[src/logic/utx_pkg.sv]
// package of register offsets, fields and constants for the uart transmitter
package utx_pkg;
  localparam logic [2:0] ADDR_DATA = 3'h0;
  localparam logic [2:0] ADDR_DIV = 3'h1;
  localparam logic [2:0] ADDR_CTRL_A = 3'h2;
  localparam logic [2:0] ADDR_CTRL_B = 3'h3;
  localparam logic [2:0] ADDR_STATUS = 3'h4;
  localparam logic [2:0] ADDR_RXDATA = 3'h5;
  // ctrl_a fields
  localparam int CA_UART_EN = 7;
  localparam int CA_NINTH = 6;
  localparam int CA_PAR_EN = 5;
  localparam int CA_PAR_TYPE = 4;
  localparam int CA_TWO_STOP = 3;
  localparam int CA_BREAK = 2;
  localparam int CA_TX_NINTH = 0;
  // ctrl_b fields
  localparam int CB_TX_EN = 7;
  localparam int CB_RX_EN = 6;
  localparam int CB_SPEED = 5;
  localparam int CB_TE_IE = 0;
  // status fields
  localparam int ST_PARITY = 7;
  localparam int ST_NOISE = 6;
  localparam int ST_FRAMING = 5;
  localparam int ST_OVERRUN = 4;
  localparam int ST_RX_IDLE = 3;
  localparam int ST_RX_AVAIL = 2;
  localparam int ST_TX_IDLE = 1;
  localparam int ST_TX_EMPTY = 0;
  // reset values: 8-N-1, all disabled
  localparam logic [7:0] CTRL_A_RST = 8'h00;
  localparam logic [7:0] CTRL_B_RST = 8'h00;
  localparam logic [7:0] DIV_RST = 8'h00;
  // prescale per bit: 64 low speed, 16 high speed
  localparam logic [5:0] PRE_LOW = 6'h3F;
  localparam logic [5:0] PRE_HIGH = 6'h0F;
  localparam logic [3:0] BREAK_BITS = 4'hD;
  typedef enum logic [1:0] {
    UTX_IDLE = 2'b00,
    UTX_SEND = 2'b01,
    UTX_BRK = 2'b10
  } utx_state_t;
endpackage

[src/logic/utx_top.sv]
// uart transmitter with baud generator, enable logic and register port
`timescale 1ns/1ns
`default_nettype none
// Functional notes
// - bit time is 64*(N+1) or 16*(N+1) clocks, picked by speed bit
// - free running 8-bit divisor timer, period set by divisor 0..255
// - frame: start, 8 or 9 data, one or two two_stop_select, optional parity
// - reset format is eight data, no parity, one stop
// - transmit and receive share one format and one bit rate
// - data leave the shift register lsb first
// - all enables set: pins are tx out and rx in, tx idles high
// - global disable floats pins and empties the data buffer
// - disable clears enables, break, rx flags; sets idle and empty flags
// - global disable two_stop_select activity at once; re-enable keeps config
// - stop count selection affects transmitter only
// - parity or address marker takes the top data position
// - ninth bit in nine-bit mode comes from the tx ninth bit control
// - shift register reloads only after previous stop bits
// - sending starts with tx enable set, data written, shift clock
// - clearing tx enable aborts, resets transmitter, floats tx pin
// - data writes ignored while the empty flag is low
// - empty flag set when buffer free; interrupt when enabled
// - busy write is held; idle write goes straight to shifter
// - idle flag set at frame end; cleared like the empty flag
// - one data address: writes send, reads return received data
// - parity type 0 even, 1 odd
// - break holds tx low at least 13 bit times, until cleared
module utx_top (
  input wire logic mclk_i,
  input wire logic rst_n_i,
  input wire logic [2:0] addr_i,
  input wire logic [7:0] wdata_i,
  input wire logic wr_i,
  input wire logic rd_i,
  output logic [7:0] rdata_o,
  input wire logic [7:0] rx_data_i,
  input wire logic rx_avail_i,
  input wire logic rx_idle_i,
  input wire logic [3:0] rx_err_i,
  output logic rx_read_o,
  output logic rx_flush_o,
  output logic rx_pin_en_o,
  output logic tx_o,
  output logic tx_oe_o,
  output logic irq_o
);
  logic [7:0] ctrl_a;
  logic [7:0] ctrl_b;
  logic [7:0] div;
  logic [7:0] hold;
  logic hold_full;
  logic hold_ninth;
  logic tx_idle;
  logic st_touched;
  logic [3:0] rx_err_q;
  logic [5:0] pre_cnt;
  logic [7:0] div_cnt;
  logic [9:0] shreg;
  logic [3:0] bit_cnt;
  logic [3:0] brk_cnt;
  utx_pkg::utx_state_t state;
  logic [7:0] next_rdata;
  logic [9:0] next_shreg;

  wire uart_en = ctrl_a[utx_pkg::CA_UART_EN];
  wire tx_en = ctrl_b[utx_pkg::CB_TX_EN];
  wire tx_run = uart_en && tx_en;
  wire brk = ctrl_a[utx_pkg::CA_BREAK];
  wire ninth = ctrl_a[utx_pkg::CA_NINTH];
  wire par_en = ctrl_a[utx_pkg::CA_PAR_EN];
  wire tx_empty = !hold_full;
  wire rx_avail_s = rx_avail_i && uart_en;

  // register decode
  wire wr_data = wr_i && addr_i == utx_pkg::ADDR_DATA;
  wire wr_div = wr_i && addr_i == utx_pkg::ADDR_DIV;
  wire wr_ca = wr_i && addr_i == utx_pkg::ADDR_CTRL_A;
  wire wr_cb = wr_i && addr_i == utx_pkg::ADDR_CTRL_B;
  wire rd_st = rd_i && addr_i == utx_pkg::ADDR_STATUS;
  wire rd_data = rd_i && addr_i == utx_pkg::ADDR_DATA;
  // buffer accepts only when empty and after status access
  wire data_take = wr_data && tx_empty && uart_en;
  wire seq_clear = wr_data && st_touched;
  wire disable_now = wr_ca && !wdata_i[utx_pkg::CA_UART_EN];

  // baud prescaler and free running 8-bit divisor timer
  wire [5:0] pre_max = ctrl_b[utx_pkg::CB_SPEED] ?
    utx_pkg::PRE_HIGH : utx_pkg::PRE_LOW;
  wire pre_wrap = pre_cnt >= pre_max;
  wire div_wrap = div_cnt >= div;
  wire baud_tick = pre_wrap && div_wrap;

  // frame length: data bits plus optional parity fold into top slot
  wire [3:0] data_len = ninth ? 4'h9 : 4'h8;
  wire [3:0] stop_len = ctrl_a[utx_pkg::CA_TWO_STOP] ? 4'h2 : 4'h1;
  wire [3:0] frame_len = 4'h1 + data_len + stop_len;

  // build the frame word from held data
  wire [7:0] par_src = ninth ? hold : {1'b0, hold[6:0]};
  wire par_bit = ^par_src ^ ctrl_a[utx_pkg::CA_PAR_TYPE];
  wire top_bit = par_en ? par_bit :
    (ninth ? hold_ninth : hold[7]);
  wire [8:0] frame_word = ninth ? {top_bit, hold} :
    {1'b1, top_bit, hold[6:0]};

  wire shift_end = state == utx_pkg::UTX_SEND && baud_tick &&
    bit_cnt == frame_len - 4'h1;
  wire brk_end = state == utx_pkg::UTX_BRK && baud_tick &&
    brk_cnt >= utx_pkg::BREAK_BITS && !brk;
  wire can_load = tx_run && hold_full && !brk &&
    (state == utx_pkg::UTX_IDLE || shift_end);
  wire go_break = tx_run && brk && !hold_full &&
    (state == utx_pkg::UTX_IDLE || shift_end);
  // frame start from idle restarts the timer so the start bit is whole
  wire realign = state == utx_pkg::UTX_IDLE && (can_load || go_break);

  // read mux
  always_comb begin
    next_rdata = 8'h00;
    case (addr_i)
      utx_pkg::ADDR_DATA: next_rdata = rx_data_i;
      utx_pkg::ADDR_DIV: next_rdata = div;
      utx_pkg::ADDR_CTRL_A: next_rdata = ctrl_a;
      utx_pkg::ADDR_CTRL_B: next_rdata = ctrl_b;
      utx_pkg::ADDR_STATUS: next_rdata = {rx_err_q, rx_idle_i || !uart_en,
        rx_avail_s, tx_idle, tx_empty};
      default: next_rdata = 8'h00;
    endcase
  end

  // shift register next value: lsb first out of bit 0
  always_comb begin
    next_shreg = shreg;
    if (can_load) begin
      next_shreg = {frame_word, 1'b0};
    end else if (state == utx_pkg::UTX_SEND && baud_tick) begin
      next_shreg = {1'b1, shreg[9:1]};
    end
  end

  // control registers; disable clears listed bits, keeps the rest
  always_ff @(posedge mclk_i or negedge rst_n_i) begin
    if (!rst_n_i) begin
      ctrl_a <= utx_pkg::CTRL_A_RST;
      ctrl_b <= utx_pkg::CTRL_B_RST;
      div <= utx_pkg::DIV_RST;
    end else begin
      if (wr_div) begin
        div <= wdata_i;
      end
      if (disable_now) begin
        ctrl_a <= {wdata_i[7:3], 1'b0, wdata_i[1:0]};
        ctrl_b <= {2'b00, ctrl_b[5:0]};
      end else if (wr_ca) begin
        ctrl_a <= wdata_i;
      end else if (wr_cb) begin
        ctrl_b <= wdata_i;
      end
    end
  end

  // status access latch for the clear sequence
  always_ff @(posedge mclk_i or negedge rst_n_i) begin
    if (!rst_n_i) begin
      st_touched <= 1'b0;
    end else if (rd_st) begin
      st_touched <= 1'b1;
    end else if (wr_data || rd_data) begin
      st_touched <= 1'b0;
    end
  end

  // held rx error flags, cleared on disable
  always_ff @(posedge mclk_i or negedge rst_n_i) begin
    if (!rst_n_i) begin
      rx_err_q <= 4'h0;
    end else if (!uart_en) begin
      rx_err_q <= 4'h0;
    end else begin
      rx_err_q <= rx_err_i;
    end
  end

  // data buffer: write fills it, load into shifter frees it
  always_ff @(posedge mclk_i or negedge rst_n_i) begin
    if (!rst_n_i) begin
      hold <= 8'h00;
      hold_full <= 1'b0;
      hold_ninth <= 1'b0;
    end else if (!uart_en || disable_now) begin
      hold_full <= 1'b0;
    end else if (data_take && seq_clear) begin
      hold <= wdata_i;
      hold_ninth <= ctrl_a[utx_pkg::CA_TX_NINTH];
      hold_full <= 1'b1;
    end else if (can_load) begin
      hold_full <= 1'b0;
    end
  end

  // idle flag: set wins over the software clear
  always_ff @(posedge mclk_i or negedge rst_n_i) begin
    if (!rst_n_i) begin
      tx_idle <= 1'b1;
    end else if (!uart_en || shift_end || brk_end) begin
      tx_idle <= 1'b1;
    end else if (seq_clear) begin
      tx_idle <= 1'b0;
    end
  end

  // prescaler and divisor timer, runs freely within a frame
  always_ff @(posedge mclk_i or negedge rst_n_i) begin
    if (!rst_n_i) begin
      pre_cnt <= 6'h00;
      div_cnt <= 8'h00;
    end else if (realign) begin
      pre_cnt <= 6'h00;
      div_cnt <= 8'h00;
    end else if (pre_wrap) begin
      pre_cnt <= 6'h00;
      div_cnt <= div_wrap ? 8'h00 : div_cnt + 8'h01;
    end else begin
      pre_cnt <= pre_cnt + 6'h01;
    end
  end

  // transmit sequencer
  always_ff @(posedge mclk_i or negedge rst_n_i) begin
    if (!rst_n_i) begin
      state <= utx_pkg::UTX_IDLE;
      shreg <= 10'h3FF;
      bit_cnt <= 4'h0;
      brk_cnt <= 4'h0;
    end else if (!tx_run) begin
      state <= utx_pkg::UTX_IDLE;
      shreg <= 10'h3FF;
      bit_cnt <= 4'h0;
      brk_cnt <= 4'h0;
    end else begin
      shreg <= next_shreg;
      if (can_load) begin
        state <= utx_pkg::UTX_SEND;
        bit_cnt <= 4'h0;
      end else if (go_break) begin
        state <= utx_pkg::UTX_BRK;
        brk_cnt <= 4'h0;
      end else begin
        case (state)
          utx_pkg::UTX_IDLE: bit_cnt <= 4'h0;
          utx_pkg::UTX_SEND: begin
            if (shift_end) begin
              state <= utx_pkg::UTX_IDLE;
            end else if (baud_tick) begin
              bit_cnt <= bit_cnt + 4'h1;
            end
          end
          utx_pkg::UTX_BRK: begin
            if (brk_end) begin
              state <= utx_pkg::UTX_SEND; // stop bits after break
              shreg <= 10'h3FF;
              bit_cnt <= frame_len - stop_len;
            end else if (baud_tick && brk_cnt < utx_pkg::BREAK_BITS) begin
              brk_cnt <= brk_cnt + 4'h1;
            end
          end
          default: state <= utx_pkg::UTX_IDLE;
        endcase
      end
    end
  end

  // registered outputs
  always_ff @(posedge mclk_i or negedge rst_n_i) begin
    if (!rst_n_i) begin
      rdata_o <= 8'h00;
      tx_o <= 1'b1;
      tx_oe_o <= 1'b0;
      irq_o <= 1'b0;
      rx_read_o <= 1'b0;
      rx_flush_o <= 1'b1;
      rx_pin_en_o <= 1'b0;
    end else begin
      rdata_o <= rd_i ? next_rdata : 8'h00;
      tx_o <= state == utx_pkg::UTX_BRK ? 1'b0 :
        next_shreg[0] | (state == utx_pkg::UTX_IDLE && !can_load);
      tx_oe_o <= tx_run;
      irq_o <= tx_empty && uart_en && ctrl_b[utx_pkg::CB_TE_IE];
      rx_read_o <= rd_data && uart_en;
      rx_flush_o <= !uart_en;
      rx_pin_en_o <= uart_en && ctrl_b[utx_pkg::CB_RX_EN];
    end
  end
endmodule // utx_top
`default_nettype wire

[config.mk]
export PLATFORM = sky130hd
export DESIGN_NAME = utx_top
export DESIGN_NICKNAME = d
export VERILOG_FILES = /design/src/logic/utx_pkg.sv /design/src/logic/utx_top.sv
export SDC_FILE = /design/constraint.sdc
export NUM_CORES = 1
export LEC_CHECK = 0
export CORE_MARGIN = 1
export CORE_UTILIZATION = 29
export DETAILED_ROUTE_END_ITERATION = 10
export DONT_BUFFER_PORTS = 1
export GPL_TIMING_DRIVEN = 0
export HOLD_SLACK_MARGIN = 0.05
export SLEW_MARGIN = 30
export SYNTH_ARGS = -nofsm -noshare
export SYNTH_HDL_FRONTEND = slang
export SYNTH_SLANG_ARGS = --single-unit
[constraint.sdc]
create_clock -name mclk_i -period 4.2 [get_ports mclk_i]
set_input_delay 0.84 -clock mclk_i [delete_from_list [all_inputs] [get_ports mclk_i]]
set_output_delay 0.84 -clock mclk_i [all_outputs]
set_load 0.03 [all_outputs]
==> results.md <==
* Critical Path Sink Type: register
* Number of flops mapped to enable cells by yosys at 0
* Initial Util at between 20 and 30%
* RSZ-0062 raised after global routing: false
* Drt pass-1 iters at 4
* Synth Area in Simple Gates at 14.6%
* Clock sinks at 88
* Dpl cells at 675
* Placed wire-length estimate at 8280 um
* Die Wd at around 130 um
* Most frequent cells in the layout: dfrtp_1, nand2_1, inv_1, o21ai_0, ha_1
* Routed Antenna Nets at 0
* Seq/Total Area, Yosys at between 40 and 50%
* Flop pwr share at between 40% and 50%
* Max IR drop VDD at around 0.21 mV
* Setup repair bufs after CTS at 0
* Clock Latency Late Sink at roughly 0.34 ns
* Hold buffers post-CTS at 0
* Routability congestion estimate at roughly 0.82
* Post-synthesis adder-cell area fraction at approximately 6.6%
* Final setup fails at 0
* Commonest non-fill, non-tap cell in the layout: dfrtp_1
* Final setup TNS at 0 ns
* Internal at 0.00174 W
* Area delta synth->final at 12.5%
* Std cell rows at between 40 and 50
* Nets at between 500 and 600
* Mux share of post-synthesis cell area at under 10%
* Count of cell types in the netlist at 56
* Synth Register Bits at 88
* Total power at between 0.002 and 0.003 W
* Die area at approximately 0.017 mm^2
* Die H at 130 um
* Synth area leader: dfrtp_1
* Post-synth top area share at 39.7%
* Synthesized area at between 0.004 and 0.005 mm^2
* Average size of a mapped cell at 10.3 um^2
* Max FO, Critical Path at 6
* Resized cells post-CTS at 0
* Power Density at ~480 mW/mm^2
* LEAKAGE at 2.31 nW
* GR Overflow Total at 0
* Post-synthesis instance total at approximately 460
* Slew headroom at 56.5%
* Hold Crit Class: in -> async
* Initial antenna violation count at 2
* Clock Power Share at between 30 and 40%
* H-tree Lvls at 3
* TritonCTS Buffers at 9
* CTS tree: done
* Max Freq at about 0.37 GHz
* Status: complete, no violations
* Syn_nets at between 500 and 600
* Crit path DAT at 2.92 ns
* DR vias at roughly 3500
* Predominant post-synthesis flop cell: dfrtp_1
* Largest net degree at the start of global routing at between 80 and 90
* Switching part of the total at between 30% and 40%
* Switching power total at just over 0.0008 W
* Number of max-cap violations at 0
* Share of cells above drive strength 1 at a little over an eighth
* Tmin final at roughly 2.7 ns
* Core ar. at between 0.015 and 0.02 mm^2
* Combinational power share at 22.8%
* Gr usage total at between 10% and 20%
* Clk buf depth at 2
* Ys Warns at 0
* Final core occ at around a third
* Largest family of logic cells by synthesized area: compound AO/OA/AOI/OAI gates
* Worst Tran Pin Value at 0.653 ns
* Compound-Gate Fraction of Synth Area at 15.0%
* Synth area leaders: dfrtp_1, dfstp_2, ha_1
* Ports at between 40 and 50
* Port Buffers at 0
* Max Slew Vio Count at 0
* Worst Path Required at 4.42 ns
* Worst-path clk slew at 0.07 ns
* Clk root buf: clkbuf_16
* Routed WL at between 10000 and 15000 um
* DR iter-0 viols at ~270
* Pre-CTS setup slack at 1.51 ns
* Final WS setup at roughly 1.5 ns
* Routed len/inst at about 16 um
* Period utilization at roughly 64%
* Max Clock Skew at a little over 0.007 ns
* Vias in the first global route at between 3000 and 4000
* Worst setup SP type: register
* Kind of critical path: reg -> reg
* Drc violations at 0
* Synth Area in XOR/XNOR at under 10%
* DR vias/cell at roughly 5
* Global-route wire length before repair at ~18000 um
* Final Instance Count excl. Fillers at 693
* Hold Fails Final Rpt at 0
* FFs w/ async S/R, synth at 100%
routing by layer:
layer  share of wire (%)  up-vias  global-route usage (%)
met4                 1.4        0                    4.31
li1                    -     1654                       -
met2                  50       61                    23.0
met3                 4.8       13                    3.73
met1                  44     1758                    17.3
met5                   0        -                       0
path summary, 6_finish.rpt:
check | start | to | slack [ns] | cells after the start
worst max-delay path | ctrl_a[3] | state[1] | 1.50 | 11
worst min-delay path | rst_n_i | state[1] | 0.20 | 0
worst max register to register | ctrl_a[3] | state[1] | 1.50 | 11
worst min register to register | pre_cnt[0] | pre_cnt[0] | 0.46 | 1
max in group asynchronous | rst_n_i | rx_flush_o | 3.78 | 0
min in group mclk_i | pre_cnt[0] | pre_cnt[0] | 0.46 | 1
synth_stat cells (all sizes together), types with 3 or more instances:
cell,count
clkbuf,14
nor2b,6
dfstp,13
a31oi,3
dfrtp,75
a211o,9
nor3,10
and3,8
mux2i,12
buf,3
ha,25
mux2,24
or2,3
o32ai,3
xor2,8
o22ai,7
o21a,3
nand2,33
inv,31
and2,12
a21oi,23
a22oi,13
o21ai,32
nor2,24
nor3b,6
xnor2,12
nand3,15
nand2b,5
nand4,5
sequential cells by signal, summed over array words and instances, names as in the netlist, 2 cells and up:
signal and count:
pre_cnt 6, ctrl_a 8, shreg 10, hold 8, state 2, rdata_o 8
div 8, ctrl_b 8, brk_cnt 4, rx_err_q 4, div_cnt 8, bit_cnt 4
final cells by class:
type / count / area (um^2)
diodes: 2 / 5.00
plain buffers: 17 / 68.8
clock buffers: 10 / 239
clock inverters: 6 / 73.8
fillers: 1642 / 10600
inverters: 31 / 116
multi-input cells: 323 / 2330
flip-flops and latches: 88 / 2220
well taps: 216 / 270
power groups by stage:
stage	Combinational [W]	Sequential, W	Clock, W
floorplan	0.000467	0.00110	0
global placement	0.000561	0.00114	0
detailed placement	0.000581	0.00115	0
CTS	0.000587	0.00113	0.000856
global route	0.000657	0.00114	0.000884
finish	0.000580	0.00113	0.000838
worst max-delay path, stage by stage, from the launching register on:
cell      delay [ns]
dfrtp_1         0.45
ha_1            0.23
inv_1           0.07
ha_1            0.18
xor2_1          0.16
nand2_1         0.07
o22ai_1         0.13
and4_1          0.37
nand2_1         0.14
a221oi_1        0.36
nor3_1          0.12
a2bb2o_1        0.31
through the flow:
| step | hold WS, ns | instance area [um^2] |
|---|---|---|
| 6_report | 0.198 | 5320 |
| 5_1_grt | 0.181 | 5320 |
| 4_1_cts | 0.187 | 5320 |
| 3_5_place_dp | 0.464 | 5000 |
| 3_3_place_gp | 0.446 | 5000 |
| 2_1_floorplan | 0.433 | 4730 |
cells by family (layout without fill, tap and decap cells):
family | Yosys count | count (layout)
flip-flops | 88 | 88
XOR/XNOR | 20 | 20
multiplexers | 38 | 38
AND/OR/NAND/NOR | 133 | 133
buffers and inverters | 48 | 64
AO/OA/AOI/OAI | 107 | 107
adder cells (fa/ha/maj) | 25 | 25
other | 0 | 2
(Power assumes the default switching activity.)
